==> src/design/quad_switch_regs.vh <==
// Constants of the quad switch serial control block: frame layout,
// command addresses, field positions, status layout and watchdog timing.
// Assumes inclusion by bare name from the design files; definitions only.
`ifndef QUAD_SWITCH_REGS_VH
`define QUAD_SWITCH_REGS_VH

// Frame layout, most significant bit first
`define FRAME_BITS       16
`define FRAME_MSB        15
`define FRAME_WD_BIT     15
`define ADDR_MSB         14
`define ADDR_LSB         10
`define FRAME_COUNT_FULL 5'h10

// Command addresses
`define ADDR_OUT_CTRL    5'h01
`define ADDR_IN_CFG      5'h02
`define ADDR_WD_CFG      5'h03
`define ADDR_MON_CFG     5'h04

// Field positions inside the data part of a frame
`define OUT_CMD_LSB      0
`define IN_EN_LSB        0
`define IN_AND_LSB       4
`define WD_SEL_LSB       0
`define MON_SEL_LSB      0
`define MON_HIZ_BIT      2

// Reset values of the configuration fields
`define CMD_RESET        4'h0
`define SEL_RESET        2'h0
`define STATUS_RESET     16'h0000

// Status word returned on data out
`define STAT_OUT_LSB     12
`define STAT_IN_LSB      8
`define STAT_FAULT_BIT   7
`define STAT_FSI_BIT     6
`define STAT_WAKE_BIT    5
`define STAT_WDSEL_LSB   3
`define STAT_WATCHDOG_EXPIRED_FLAG_BIT    2
`define STAT_MON_LSB     0

// Fail-safe select pin codes and the output patterns they give
`define FSI_GROUNDED     2'h0
`define FSI_ALL_OFF      2'h1
`define FSI_HS0_ON       2'h2
`define FSI_OPEN         2'h3
`define FS_PAT_ALL_OFF   4'h0
`define FS_PAT_HS0       4'h1
`define FS_PAT_HS0_HS2   4'h5

// Watchdog timing: clock rate, tick period and timeouts in ms
`define CLK_MHZ          20
`define WD_TICK_US       1000
`define WDTO0_MS         12'h022E
`define WDTO1_MS         12'h0117
`define WDTO2_MS         12'h08CA
`define WDTO3_MS         12'h0465

`endif

==> src/design/serial_frame_shifter.v <==
// Serial frame engine: pin synchronisers, edge finding, receive and
// transmit shift registers and the data-out driver enable.
// Assumes the host clock idles low and stays well below clk_sys / 4.
`timescale 1ns/100ps
`include "quad_switch_regs.vh"

module serial_frame_shifter (
   input  wire        clk_sys,
   input  wire        rst_n,
   input  wire        cs_n_pin,
   input  wire        sclk_pin,
   input  wire        sdi_pin,
   input  wire [15:0] status_word,
   output reg  [15:0] frame_word,
   output reg         frame_done,
   output reg         cs_fall,
   output reg         sdo,
   output reg         sdo_oe
);

   reg  [1:0]  cs_sync;
   reg  [1:0]  sclk_sync;
   reg  [1:0]  sdi_sync;
   reg         cs_prev;
   reg         sclk_prev;
   reg  [15:0] rx_shift;
   reg  [15:0] tx_shift;
   reg  [4:0]  bit_count;
   wire        cs_low;
   wire        cs_fall_w;
   wire        cs_rise_w;
   wire        sclk_rise;
   wire        sclk_fall;

   // Two flops per pin; the first stage feeds only the second
   always @(posedge clk_sys) begin
      if (!rst_n) begin
         cs_sync   <= 2'h3;
         sclk_sync <= 2'h0;
         sdi_sync  <= 2'h0;
         cs_prev   <= 1'b1;
         sclk_prev <= 1'b0;
      end else begin
         cs_sync   <= {cs_sync[0], cs_n_pin};
         sclk_sync <= {sclk_sync[0], sclk_pin};
         sdi_sync  <= {sdi_sync[0], sdi_pin};
         cs_prev   <= cs_sync[1];
         sclk_prev <= sclk_sync[1];
      end
   end

   // Clock edges only count while select is low
   assign cs_low    = ~cs_sync[1];
   assign cs_fall_w = ~cs_sync[1] & cs_prev;
   assign cs_rise_w = cs_sync[1] & ~cs_prev;
   assign sclk_rise = cs_low & sclk_sync[1] & ~sclk_prev;
   assign sclk_fall = cs_low & ~sclk_sync[1] & sclk_prev;

   // Receive side: sample on falling clock, commit on select release
   always @(posedge clk_sys) begin
      if (!rst_n) begin
         rx_shift   <= `STATUS_RESET;
         bit_count  <= 5'h00;
         frame_word <= `STATUS_RESET;
         frame_done <= 1'b0;
      end else begin
         frame_done <= 1'b0;
         if (cs_fall_w) begin
            bit_count <= 5'h00;
         end else if (sclk_fall) begin
            rx_shift <= {rx_shift[14:0], sdi_sync[1]};
            if (bit_count != 5'h1F) begin
               bit_count <= bit_count + 5'h01; // Saturates so long frames stay invalid
            end
         end
         // Only a frame of exactly sixteen bits is taken
         if (cs_rise_w && bit_count == `FRAME_COUNT_FULL) begin
            frame_word <= rx_shift;
            frame_done <= 1'b1;
         end
      end
   end

   // Transmit side: load on select fall, shift on rising clock
   always @(posedge clk_sys) begin
      if (!rst_n) begin
         tx_shift <= `STATUS_RESET;
         sdo      <= 1'b0;
         sdo_oe   <= 1'b0;
         cs_fall  <= 1'b0;
      end else begin
         cs_fall <= cs_fall_w;
         sdo_oe  <= cs_low;
         if (cs_fall_w) begin
            tx_shift <= status_word;
            sdo      <= status_word[`FRAME_MSB];
         end else if (sclk_rise) begin
            sdo      <= tx_shift[`FRAME_MSB];
            tx_shift <= {tx_shift[14:0], 1'b0};
         end
      end
   end

endmodule // serial_frame_shifter

==> src/design/quad_switch_serial_control.v <==
// Top of the quad switch serial control: command registers, input
// combining, fault flag, sleep, watchdog and fail-safe output patterns.
// Assumes all pins are asynchronous to clk_sys and the analog side hands
// in per-channel fault levels and a two-bit fail-safe resistor code.
`timescale 1ns/100ps
`include "quad_switch_regs.vh"

// Overview of operation
// - Serial clock and data are ignored while select is high.
// - Select rising edge writes the received frame to the addressed register.
// - Select falling edge loads current status into the transmit register.
// - Data-out is driven only while select is low.
// - Each input bit is sampled on a falling serial clock edge.
// - Data-out changes on a rising serial clock edge.
// - A transfer is exactly sixteen bits, bit fifteen first.
// - A five-bit address field selects the written register.
// - Each direct input drives its matching power output.
// - Serial setting enables each input and picks OR or AND combining.
// - Fault flag pulls low on any fault; causes reported serially.
// - Reset low clears configuration and fault registers; sleep needs wake low too.
// - Reset pin rising edge starts the watchdog.
// - Serial settings pick the monitored output and can float the monitor pin.
// - Grounded fail-safe pin disables watchdog and fail-safe.
// - After timeout outputs follow the fail-safe pin pattern.
// - Data-out reports outputs, configuration and key input pins.
// - Wake and reset both low: sleep, outputs off, settings cleared.
// - Fail-safe ends on wake and reset falling together or pin grounded.
// - Watchdog timeout status bit reads one while in fail-safe.
module quad_switch_serial_control #(
   parameter integer TICK_CYCLES = `WD_TICK_US * `CLK_MHZ
) (
   input  wire       clk_sys,
   input  wire       rst_n,
   input  wire       cs_n_pin,
   input  wire       sclk_pin,
   input  wire       sdi_pin,
   input  wire [3:0] direct_drive_inputs,
   input  wire [3:0] channel_fault,
   input  wire       wake_pin,
   input  wire       device_reset_n_pin,
   input  wire [1:0] failsafe_select_pin,
   output wire       sdo,
   output wire       sdo_oe,
   output reg  [3:0] power_switch_outputs,
   output reg        fault_flag_n_out,
   output reg        fault_flag_n_oe,
   output reg  [1:0] current_monitor_sel,
   output reg        current_monitor_oe,
   output reg        sleep_mode,
   output reg        watchdog_expired_flag
);

   localparam [31:0] TICK_LAST_W = TICK_CYCLES - 1;
   localparam [14:0] TICK_LAST   = TICK_LAST_W[14:0];

   // Asynchronous pin bundle: direct, fault, wake, reset, fail-safe code
   reg  [11:0] pin_meta;
   reg  [11:0] pin_sync;
   wire [3:0]  direct_sync;
   wire [3:0]  fault_sync;
   wire        wake_sync;
   wire        dev_reset_n_sync;
   wire [1:0]  fsi_sync;
   reg         wake_prev;
   reg         dev_reset_n_prev;

   // Serial side
   wire [15:0] frame_word;
   wire        frame_done;
   wire        cs_fall;
   reg  [15:0] status_word;
   wire [4:0]  frame_addr;

   // Command and configuration registers
   reg  [3:0]  out_cmd;
   reg  [3:0]  in_enable;
   reg  [3:0]  in_and_mode;
   reg  [1:0]  wd_select;
   reg  [1:0]  mon_select;
   reg         mon_hiz;
   reg  [3:0]  fault_latch;

   // Watchdog and fail-safe
   reg         wd_running;
   reg         wd_last_bit;
   reg  [14:0] tick_count;
   reg  [11:0] ms_count;
   reg         in_failsafe;
   wire        fsi_grounded;
   wire        wd_start;
   wire        wd_kick;
   wire        wd_timeout;
   wire        leave_failsafe;
   wire        config_clear;

   // Output drive
   wire [3:0]  chan_request;
   reg  [3:0]  failsafe_pattern;
   reg  [3:0]  next_outputs;

   // True when the frame address equals the given register address
   function addr_hit;
      input [4:0] addr;
      input [4:0] code;
      begin
         addr_hit = (addr == code);
      end
   endfunction

   // Watchdog limit in ms for each timeout setting
   function [11:0] wd_limit;
      input [1:0] sel;
      begin
         case (sel)
            2'h0:    wd_limit = `WDTO0_MS;
            2'h1:    wd_limit = `WDTO1_MS;
            2'h2:    wd_limit = `WDTO2_MS;
            default: wd_limit = `WDTO3_MS;
         endcase
      end
   endfunction

   serial_frame_shifter u_shifter (
      .clk_sys     (clk_sys),
      .rst_n       (rst_n),
      .cs_n_pin    (cs_n_pin),
      .sclk_pin    (sclk_pin),
      .sdi_pin     (sdi_pin),
      .status_word (status_word),
      .frame_word  (frame_word),
      .frame_done  (frame_done),
      .cs_fall     (cs_fall),
      .sdo         (sdo),
      .sdo_oe      (sdo_oe)
   );

   // Two-flop synchronisers; the reset pin syncs low so we start asleep
   always @(posedge clk_sys) begin
      if (!rst_n) begin
         pin_meta <= 12'h000;
         pin_sync <= 12'h000;
      end else begin
         pin_meta <= {failsafe_select_pin, device_reset_n_pin, wake_pin,
                      channel_fault, direct_drive_inputs};
         pin_sync <= pin_meta;
      end
   end

   assign direct_sync      = pin_sync[3:0];
   assign fault_sync       = pin_sync[7:4];
   assign wake_sync        = pin_sync[8];
   assign dev_reset_n_sync = pin_sync[9];
   assign fsi_sync         = pin_sync[11:10];

   // Previous levels for edge finding on wake and reset
   always @(posedge clk_sys) begin
      if (!rst_n) begin
         wake_prev        <= 1'b0;
         dev_reset_n_prev <= 1'b0;
      end else begin
         wake_prev        <= wake_sync;
         dev_reset_n_prev <= dev_reset_n_sync;
      end
   end

   assign frame_addr   = frame_word[`ADDR_MSB:`ADDR_LSB];
   assign fsi_grounded = (fsi_sync == `FSI_GROUNDED);
   // Reset low alone clears settings; with wake low too the part sleeps
   assign config_clear = ~dev_reset_n_sync;

   // Command registers written from complete frames
   always @(posedge clk_sys) begin
      if (!rst_n || config_clear) begin
         out_cmd     <= `CMD_RESET;
         in_enable   <= `CMD_RESET;
         in_and_mode <= `CMD_RESET;
         wd_select   <= `SEL_RESET;
         mon_select  <= `SEL_RESET;
         mon_hiz     <= 1'b0;
      end else if (frame_done) begin
         if (addr_hit(frame_addr, `ADDR_OUT_CTRL)) begin
            out_cmd <= frame_word[`OUT_CMD_LSB+3:`OUT_CMD_LSB];
         end
         if (addr_hit(frame_addr, `ADDR_IN_CFG)) begin
            in_enable   <= frame_word[`IN_EN_LSB+3:`IN_EN_LSB];
            in_and_mode <= frame_word[`IN_AND_LSB+3:`IN_AND_LSB];
         end
         if (addr_hit(frame_addr, `ADDR_WD_CFG)) begin
            wd_select <= frame_word[`WD_SEL_LSB+1:`WD_SEL_LSB];
         end
         if (addr_hit(frame_addr, `ADDR_MON_CFG)) begin
            mon_select <= frame_word[`MON_SEL_LSB+1:`MON_SEL_LSB];
            mon_hiz    <= frame_word[`MON_HIZ_BIT];
         end
      end
   end

   // Latched fault causes; a new fault beats the read-clear in one cycle
   always @(posedge clk_sys) begin
      if (!rst_n || config_clear) begin
         fault_latch <= `CMD_RESET;
      end else if (cs_fall) begin
         fault_latch <= fault_sync;
      end else begin
         fault_latch <= fault_latch | fault_sync;
      end
   end

   // Status snapshot kept one cycle ahead of the select falling edge
   always @(posedge clk_sys) begin
      if (!rst_n) begin
         status_word <= `STATUS_RESET;
      end else begin
         status_word <= `STATUS_RESET;
         status_word[`STAT_OUT_LSB+3:`STAT_OUT_LSB] <= power_switch_outputs;
         status_word[`STAT_IN_LSB+3:`STAT_IN_LSB]   <= fault_latch | fault_sync;
         status_word[`STAT_FAULT_BIT]               <= |(fault_latch | fault_sync);
         status_word[`STAT_FSI_BIT]                 <= ~fsi_grounded;
         status_word[`STAT_WAKE_BIT]                <= wake_sync;
         status_word[`STAT_WDSEL_LSB+1:`STAT_WDSEL_LSB] <= wd_select;
         status_word[`STAT_WATCHDOG_EXPIRED_FLAG_BIT]                <= in_failsafe;
         status_word[`STAT_MON_LSB+1:`STAT_MON_LSB] <= mon_select;
      end
   end

   // Watchdog starts on a rising reset or wake, unless fail-safe is grounded
   assign wd_start = ((dev_reset_n_sync & ~dev_reset_n_prev) |
                      (wake_sync & ~wake_prev)) & ~fsi_grounded;
   // The host proves life by flipping bit fifteen between frames
   assign wd_kick    = frame_done & (frame_word[`FRAME_WD_BIT] != wd_last_bit);
   assign wd_timeout = wd_running & (ms_count >= wd_limit(wd_select));
   // Both pins must drop in the same sample; one at a time keeps fail-safe
   assign leave_failsafe = (wake_prev & dev_reset_n_prev & ~wake_sync &
                            ~dev_reset_n_sync) | fsi_grounded;

   // Millisecond prescaler and timeout counter
   always @(posedge clk_sys) begin
      if (!rst_n || fsi_grounded || !wd_running || wd_start || wd_kick) begin
         tick_count <= 15'h0000;
         ms_count   <= 12'h000;
      end else if (tick_count == TICK_LAST) begin
         tick_count <= 15'h0000;
         if (ms_count != 12'hFFF) begin
            ms_count <= ms_count + 12'h001;
         end
      end else begin
         tick_count <= tick_count + 15'h0001;
      end
   end

   // Watchdog run state and fail-safe latch
   always @(posedge clk_sys) begin
      if (!rst_n) begin
         wd_running  <= 1'b0;
         wd_last_bit <= 1'b0;
         in_failsafe <= 1'b0;
      end else begin
         if (frame_done) begin
            wd_last_bit <= frame_word[`FRAME_WD_BIT];
         end
         if (fsi_grounded) begin
            wd_running <= 1'b0;
         end else if (wd_start) begin
            wd_running <= 1'b1;
         end else if (wd_timeout) begin
            wd_running <= 1'b0;
         end
         if (wd_timeout && !fsi_grounded) begin
            in_failsafe <= 1'b1;
         end else if (leave_failsafe) begin
            in_failsafe <= 1'b0;
         end
      end
   end

   // Per-channel combination of direct input and serial command
   genvar ch;
   generate
      for (ch = 0; ch < 4; ch = ch + 1) begin : g_chan
         assign chan_request[ch] = !in_enable[ch] ? out_cmd[ch] :
                                   in_and_mode[ch] ? (out_cmd[ch] & direct_sync[ch]) :
                                   (out_cmd[ch] | direct_sync[ch]);
      end
   endgenerate

   // Output pattern chosen by the fail-safe resistor
   always @* begin
      case (fsi_sync)
         `FSI_ALL_OFF: failsafe_pattern = `FS_PAT_ALL_OFF;
         `FSI_HS0_ON:  failsafe_pattern = `FS_PAT_HS0;
         `FSI_OPEN:    failsafe_pattern = `FS_PAT_HS0_HS2;
         default:      failsafe_pattern = `FS_PAT_ALL_OFF;
      endcase
   end

   // Priority: sleep, then fail-safe, then normal with faulted channels off
   always @* begin
      if (!wake_sync && !dev_reset_n_sync) begin
         next_outputs = `CMD_RESET;
      end else if (in_failsafe) begin
         next_outputs = failsafe_pattern;
      end else begin
         next_outputs = chan_request & ~fault_sync;
      end
   end

   // Registered pin outputs
   always @(posedge clk_sys) begin
      if (!rst_n) begin
         power_switch_outputs  <= `CMD_RESET;
         fault_flag_n_out      <= 1'b0;
         fault_flag_n_oe       <= 1'b0;
         current_monitor_sel   <= `SEL_RESET;
         current_monitor_oe    <= 1'b0;
         sleep_mode            <= 1'b1;
         watchdog_expired_flag <= 1'b0;
      end else begin
         power_switch_outputs  <= next_outputs;
         fault_flag_n_out      <= 1'b0; // Open drain only ever pulls low
         fault_flag_n_oe       <= |(fault_latch | fault_sync);
         current_monitor_sel   <= mon_select;
         current_monitor_oe    <= ~mon_hiz & ~sleep_mode;
         sleep_mode            <= ~wake_sync & ~dev_reset_n_sync;
         watchdog_expired_flag <= in_failsafe;
      end
   end

endmodule // quad_switch_serial_control

==> config.mk <==
export PLATFORM = sky130hd
export DESIGN_NAME = quad_switch_serial_control
export DESIGN_NICKNAME = d
export VERILOG_FILES = /design/src/design/serial_frame_shifter.v /design/src/design/quad_switch_serial_control.v
export VERILOG_INCLUDE_DIRS = /design/src /design/src/design
export SDC_FILE = /design/constraint.sdc
export NUM_CORES = 1
export LEC_CHECK = 0
export ABC_AREA = 1
export BUFFER_PORTS_ARGS = -buffer_cell sky130_fd_sc_hd__buf_2
export CAP_MARGIN = 20
export CORE_MARGIN = 10
export CORE_UTILIZATION = 61
export DETAILED_ROUTE_END_ITERATION = 10
export HOLD_SLACK_MARGIN = 0.08
export PLACE_DENSITY_LB_ADDON = 0.05
export SLEW_MARGIN = 40
export SYNTH_ARGS = -nofsm -noshare
export SYNTH_HDL_FRONTEND = slang
export SYNTH_SLANG_ARGS = --single-unit
==> constraint.sdc <==
create_clock -name clk_sys -period 2.2 [get_ports clk_sys]
set_input_delay 0 -clock clk_sys [delete_from_list [all_inputs] [get_ports clk_sys]]
set_output_delay 0 -clock clk_sys [all_outputs]
set_load 0.01 [all_outputs]
==> impl_metrics.ini <==
[clock_tree]
cts.root.buffer_cell = sky130_fd_sc_hd__clkbuf_8
clock_insertion_delay_worst_skew_ns = 0.53
cts-resized-gates = 0
h-tree-depth = 4
tritoncts_clock_tree = built
count_of_hold_fix_buffers_inserted_at_cts = 16
cts-root-to-sink-buffers = 2
cts_made_buffers = 17
cts_sinks = 161
path_clk_slew_ns = 0.06
post_cts.repair.setup_buffers = 0

[power_and_ir_drop]
p_int_mw = 4.824
share_clk_of_total_power_pct = 48.8
p_comb_share_pct = 2.6
seqPwrFrac_pct = 48.6
power.density_nw_per_um2 = 812.0
switchingPower_mw = 1.292
vdd.ir_drop.worst_mv = 0.7357
p_sw_share_pct = 21.12
power.leakage_nw = 3.163

[drt]
detail_route.wl_per_cell_um = 12.81
finalWirelength_mm = 13.42
via_count = 5316
ant_nets = 0
dr.first_iter.drc_count = 423
avgViaCountPerCell = 5.073
drcViolationCount = 0
drt_first_pass_iters = 5

[sta]
final_min_period_over_clock_period_pct = 82.16
skew_ns = 0.005670
clock.fmax_ghz = 0.5532
final-setup-viol-count = 0
totalNegativeSetupSlack_ns = 0
layout_min_cycle_time_ns = 1.808
slew-limit-headroom_pct = 64.44
final_hold_viol_count = 0
tightestPinTransition_ns = 0.5329
rsz0062_at_grt = no
final_max_slew_viol_count = 0
final_critical_path_setup_slack_ns = 0.3924

[worst_hold_path]
min-delay-start = cs_n_pin
hold_end = u_shifter.cs_sync[0]$_SDFF_PN1_
hold_path_depth = 3
holdCritPathClass = in2reg

[place]
finalWeightedCongestion = 0.7903
numPortBuffers = 28
placed_area_um2 = 6769
dp_worst_setup_slack_ns = 0.4045
hpwl_mm = 9.228
place_inst = 1000

[global_route]
grt-ovfl-total = 0
grt_pass1_vias = 5205
antenna_violations_before_repair = 0
grt_start_max_net_pins = 64
wire_length_of_the_first_global_routing_pass_mm = 23.38
globalRouteTotalUtil_pct = 19.19

[die]
boundaryPins = 30
core_um2 = 10370
floorplan.die_area_um2 = 15270
dieHeight_um = 123.6
num_rows = 37
initial_utilization_pct = 63.12
die_width_um = 123.6

[synthesis]
synthXorXnorAreaFrac_pct = 1.873
synth_adder_area_share_pct = 4.206
synth_nets = 896
synth_seq_area_share_pct = 49.24
yosys_register_bits = 161
synth.lib_cells_used.distinct = 37
synth_top_family_by_area = simple AND/OR/NAND/NOR gates
synth_cells = 857
synth-async-reset-ratio_pct = 0
synth_area_per_cell_um2 = 7.637
synthesis.yosys.warnings = 0
synth-compound-area-share_pct = 12.14
synth_simple_gate_area_share_pct = 22.10
synth-edff-count = 0
post_synth_instance_area_um2 = 6545
post_synth_top_flop = sky130_fd_sc_hd__dfxtp_1
synthMuxAreaShare_pct = 0

[cells_and_area]
final_design_area_no_fill_um2 = 7532
nets = 938
antenna_cells_inserted = 0
areaGrowthSynthToFinish_pct = 15.08
post_route_cells_drive_above_1_share_pct = 8.882
final_cells = 1048

[worst_setup_path]
worstSetupEndpointType = flip-flop
most_frequent_cell_on_critical_path = sky130_fd_sc_hd__nand2_1
ff2ff_path_depth = 11
reg2reg_from = wd_select[0]$_SDFFE_PP0P_
arrival_ns = 2.23
worst_reg2reg_path_endpoint = in_failsafe$_SDFFE_PN0P_
critical_path.max_fanout = 6
regToRegSetupSlack_ns = 0.39
worst-setup-path-type = reg2reg
cpMaxStageDelayCell = sky130_fd_sc_hd__dfxtp_1
worstPathCellList = inv_1 -> ha_1 -> ha_1 -> nand2_1 -> nand2_1 -> nand2_1 -> a21oi_1 -> nor2_1 -> nand2_1 -> nand2_1 -> nand2_1
crit_required_ns = 2.63
crit_path_start_kind = flip-flop
cp_slowest_stage_delay_ns = 0.43

[status]
outcome = finished clean

[run]
max_cap_violations = 0
==> power groups by stage <==
stage | sequential [mW] | combinational (mW) | clock, mW
6_report | 2.97 | 0.157 | 2.99
5_1_grt | 2.97 | 0.181 | 3.16
4_1_cts | 2.97 | 0.156 | 3.03
3_5_place_dp | 3.04 | 0.133 | 0
3_3_place_gp | 3.03 | 0.130 | 0
2_1_floorplan | 3.03 | 0.0927 | 0
==> registers in the layout, indices dropped and copies added (netlist names), 5 cells and up <==
name                  count
ms_count                 12
pin_meta                 12
pin_sync                 12
status_word              16
tick_count               15
u_shifter.bit_count       5
u_shifter.frame_word     14
u_shifter.rx_shift       16
u_shifter.tx_shift       16
==> layer usage <==
| metal | track usage (%) | wire [µm] |
|---|---|---|
| met5 | 0 | 0 |
| met4 | 7.933 | 261 |
| met3 | 5.656 | 556 |
| met2 | 32.85 | 6525 |
| met1 | 21.95 | 6080 |
==> layout make-up <==
type / count / area (µm²)
clock inverters: 10 / 150.1
well taps: 136 / 170.2
clock buffers: 22 / 452.9
fillers: 800 / 2838
flip-flops and latches: 161 / 3223
inverters: 144 / 540.5
multi-input cells: 524 / 2643
repair buffers: 51 / 352.8
==> cells in the mapped netlist (2+ instances only) <==
| cell type | number | area, µm² |
|---|---|---|
| sky130_fd_sc_hd__nor2_4 | 2 | 22.52 |
| sky130_fd_sc_hd__nor2_2 | 4 | 25.02 |
| sky130_fd_sc_hd__o31ai_1 | 2 | 15.01 |
| sky130_fd_sc_hd__dfxtp_1 | 161 | 3223 |
| sky130_fd_sc_hd__buf_2 | 6 | 30.03 |
| sky130_fd_sc_hd__clkbuf_1 | 15 | 56.30 |
| sky130_fd_sc_hd__a211oi_1 | 3 | 22.52 |
| sky130_fd_sc_hd__o21ai_0 | 52 | 260.3 |
| sky130_fd_sc_hd__xor2_1 | 11 | 96.34 |
| sky130_fd_sc_hd__a31oi_1 | 16 | 100.1 |
| sky130_fd_sc_hd__nand2_1 | 189 | 709.4 |
| sky130_fd_sc_hd__or2_2 | 2 | 12.51 |
| sky130_fd_sc_hd__nand4_1 | 10 | 62.56 |
| sky130_fd_sc_hd__nor2_1 | 76 | 285.3 |
| sky130_fd_sc_hd__a21oi_1 | 73 | 365.4 |
| sky130_fd_sc_hd__nor3_1 | 11 | 55.05 |
| sky130_fd_sc_hd__nand3_1 | 32 | 160.2 |
| sky130_fd_sc_hd__ha_1 | 22 | 275.3 |
| sky130_fd_sc_hd__buf_4 | 5 | 37.54 |
| sky130_fd_sc_hd__inv_1 | 143 | 536.8 |
| sky130_fd_sc_hd__nand3b_1 | 3 | 22.52 |
| sky130_fd_sc_hd__xnor2_1 | 3 | 26.28 |
| sky130_fd_sc_hd__nand3_2 | 2 | 20.02 |
==> worst max-delay path by stage <==
stage,start,endpoint,slack (ns),cells past startpoint
finish,wd_select[0]$_SDFFE_PP0P_,in_failsafe$_SDFFE_PN0P_,0.39,11
global route,wd_select[0]$_SDFFE_PP0P_,in_failsafe$_SDFFE_PN0P_,0.24,11
CTS,wd_select[0]$_SDFFE_PP0P_,in_failsafe$_SDFFE_PN0P_,0.39,11
detailed placement,wd_select[0]$_SDFFE_PP0P_,in_failsafe$_SDFFE_PN0P_,0.40,11
global placement,wd_select[0]$_SDFFE_PP0P_,in_failsafe$_SDFFE_PN0P_,0.48,11
floorplan,wd_select[0]$_SDFFE_PP0P_,in_failsafe$_SDFFE_PN0P_,0.58,11
==> logic make-up after synthesis <==
kind of cell             Yosys count
AO/OA/AOI/OAI                    150
adder cells (fa/ha/maj)           22
flip-flops                       161
buffers and inverters            172
XOR/XNOR                          14
other                              1
AND/OR/NAND/NOR                  337
==> layout by cell type, fill, tap and decap left out, drive strengths merged <==
cell type / synthesis / routed
o21ai: 52 / 52
nand3b: 3 / 3
o211ai: 1 / 1
nor3: 12 / 12
dlygate4sd3: 0 / 16
ha: 22 / 22
clkbuf: 15 / 22
clkinv: 0 / 1
a211oi: 3 / 3
nor3b: 1 / 1
nor4: 1 / 1
xor2: 11 / 11
o31ai: 2 / 2
conb: 1 / 1
a41oi: 1 / 1
nand2: 190 / 190
inv: 144 / 147
buf: 13 / 35
a31oi: 16 / 16
xnor2: 3 / 3
nand3: 35 / 35
o22ai: 1 / 1
clkinvlp: 0 / 3
dfxtp: 161 / 161
nor2: 82 / 82
a21oi: 74 / 74
or2: 2 / 2
bufinv: 0 / 3
nand4: 11 / 11
==> through the flow <==
step           power [mW]  hold WS, ns  utilization [%]
2_1_floorplan       3.125      0.09763                -
3_3_place_gp        3.165       0.1803            65.28
3_5_place_dp        3.169       0.1864            65.28
4_1_cts             6.160       0.1529            72.64
5_1_grt             6.319       0.1830            72.64
6_report            6.116       0.1907            72.64
==> worst max-delay path, delay by kind of cell (launching register included) <==
family | cells | cell delay, ns
simple gates | 7 | 0.45
flops | 1 | 0.43
fa+ha+maj | 2 | 0.61
buf+inv | 1 | 0.13
compound gates | 1 | 0.06
(Power assumes the default switching activity.)
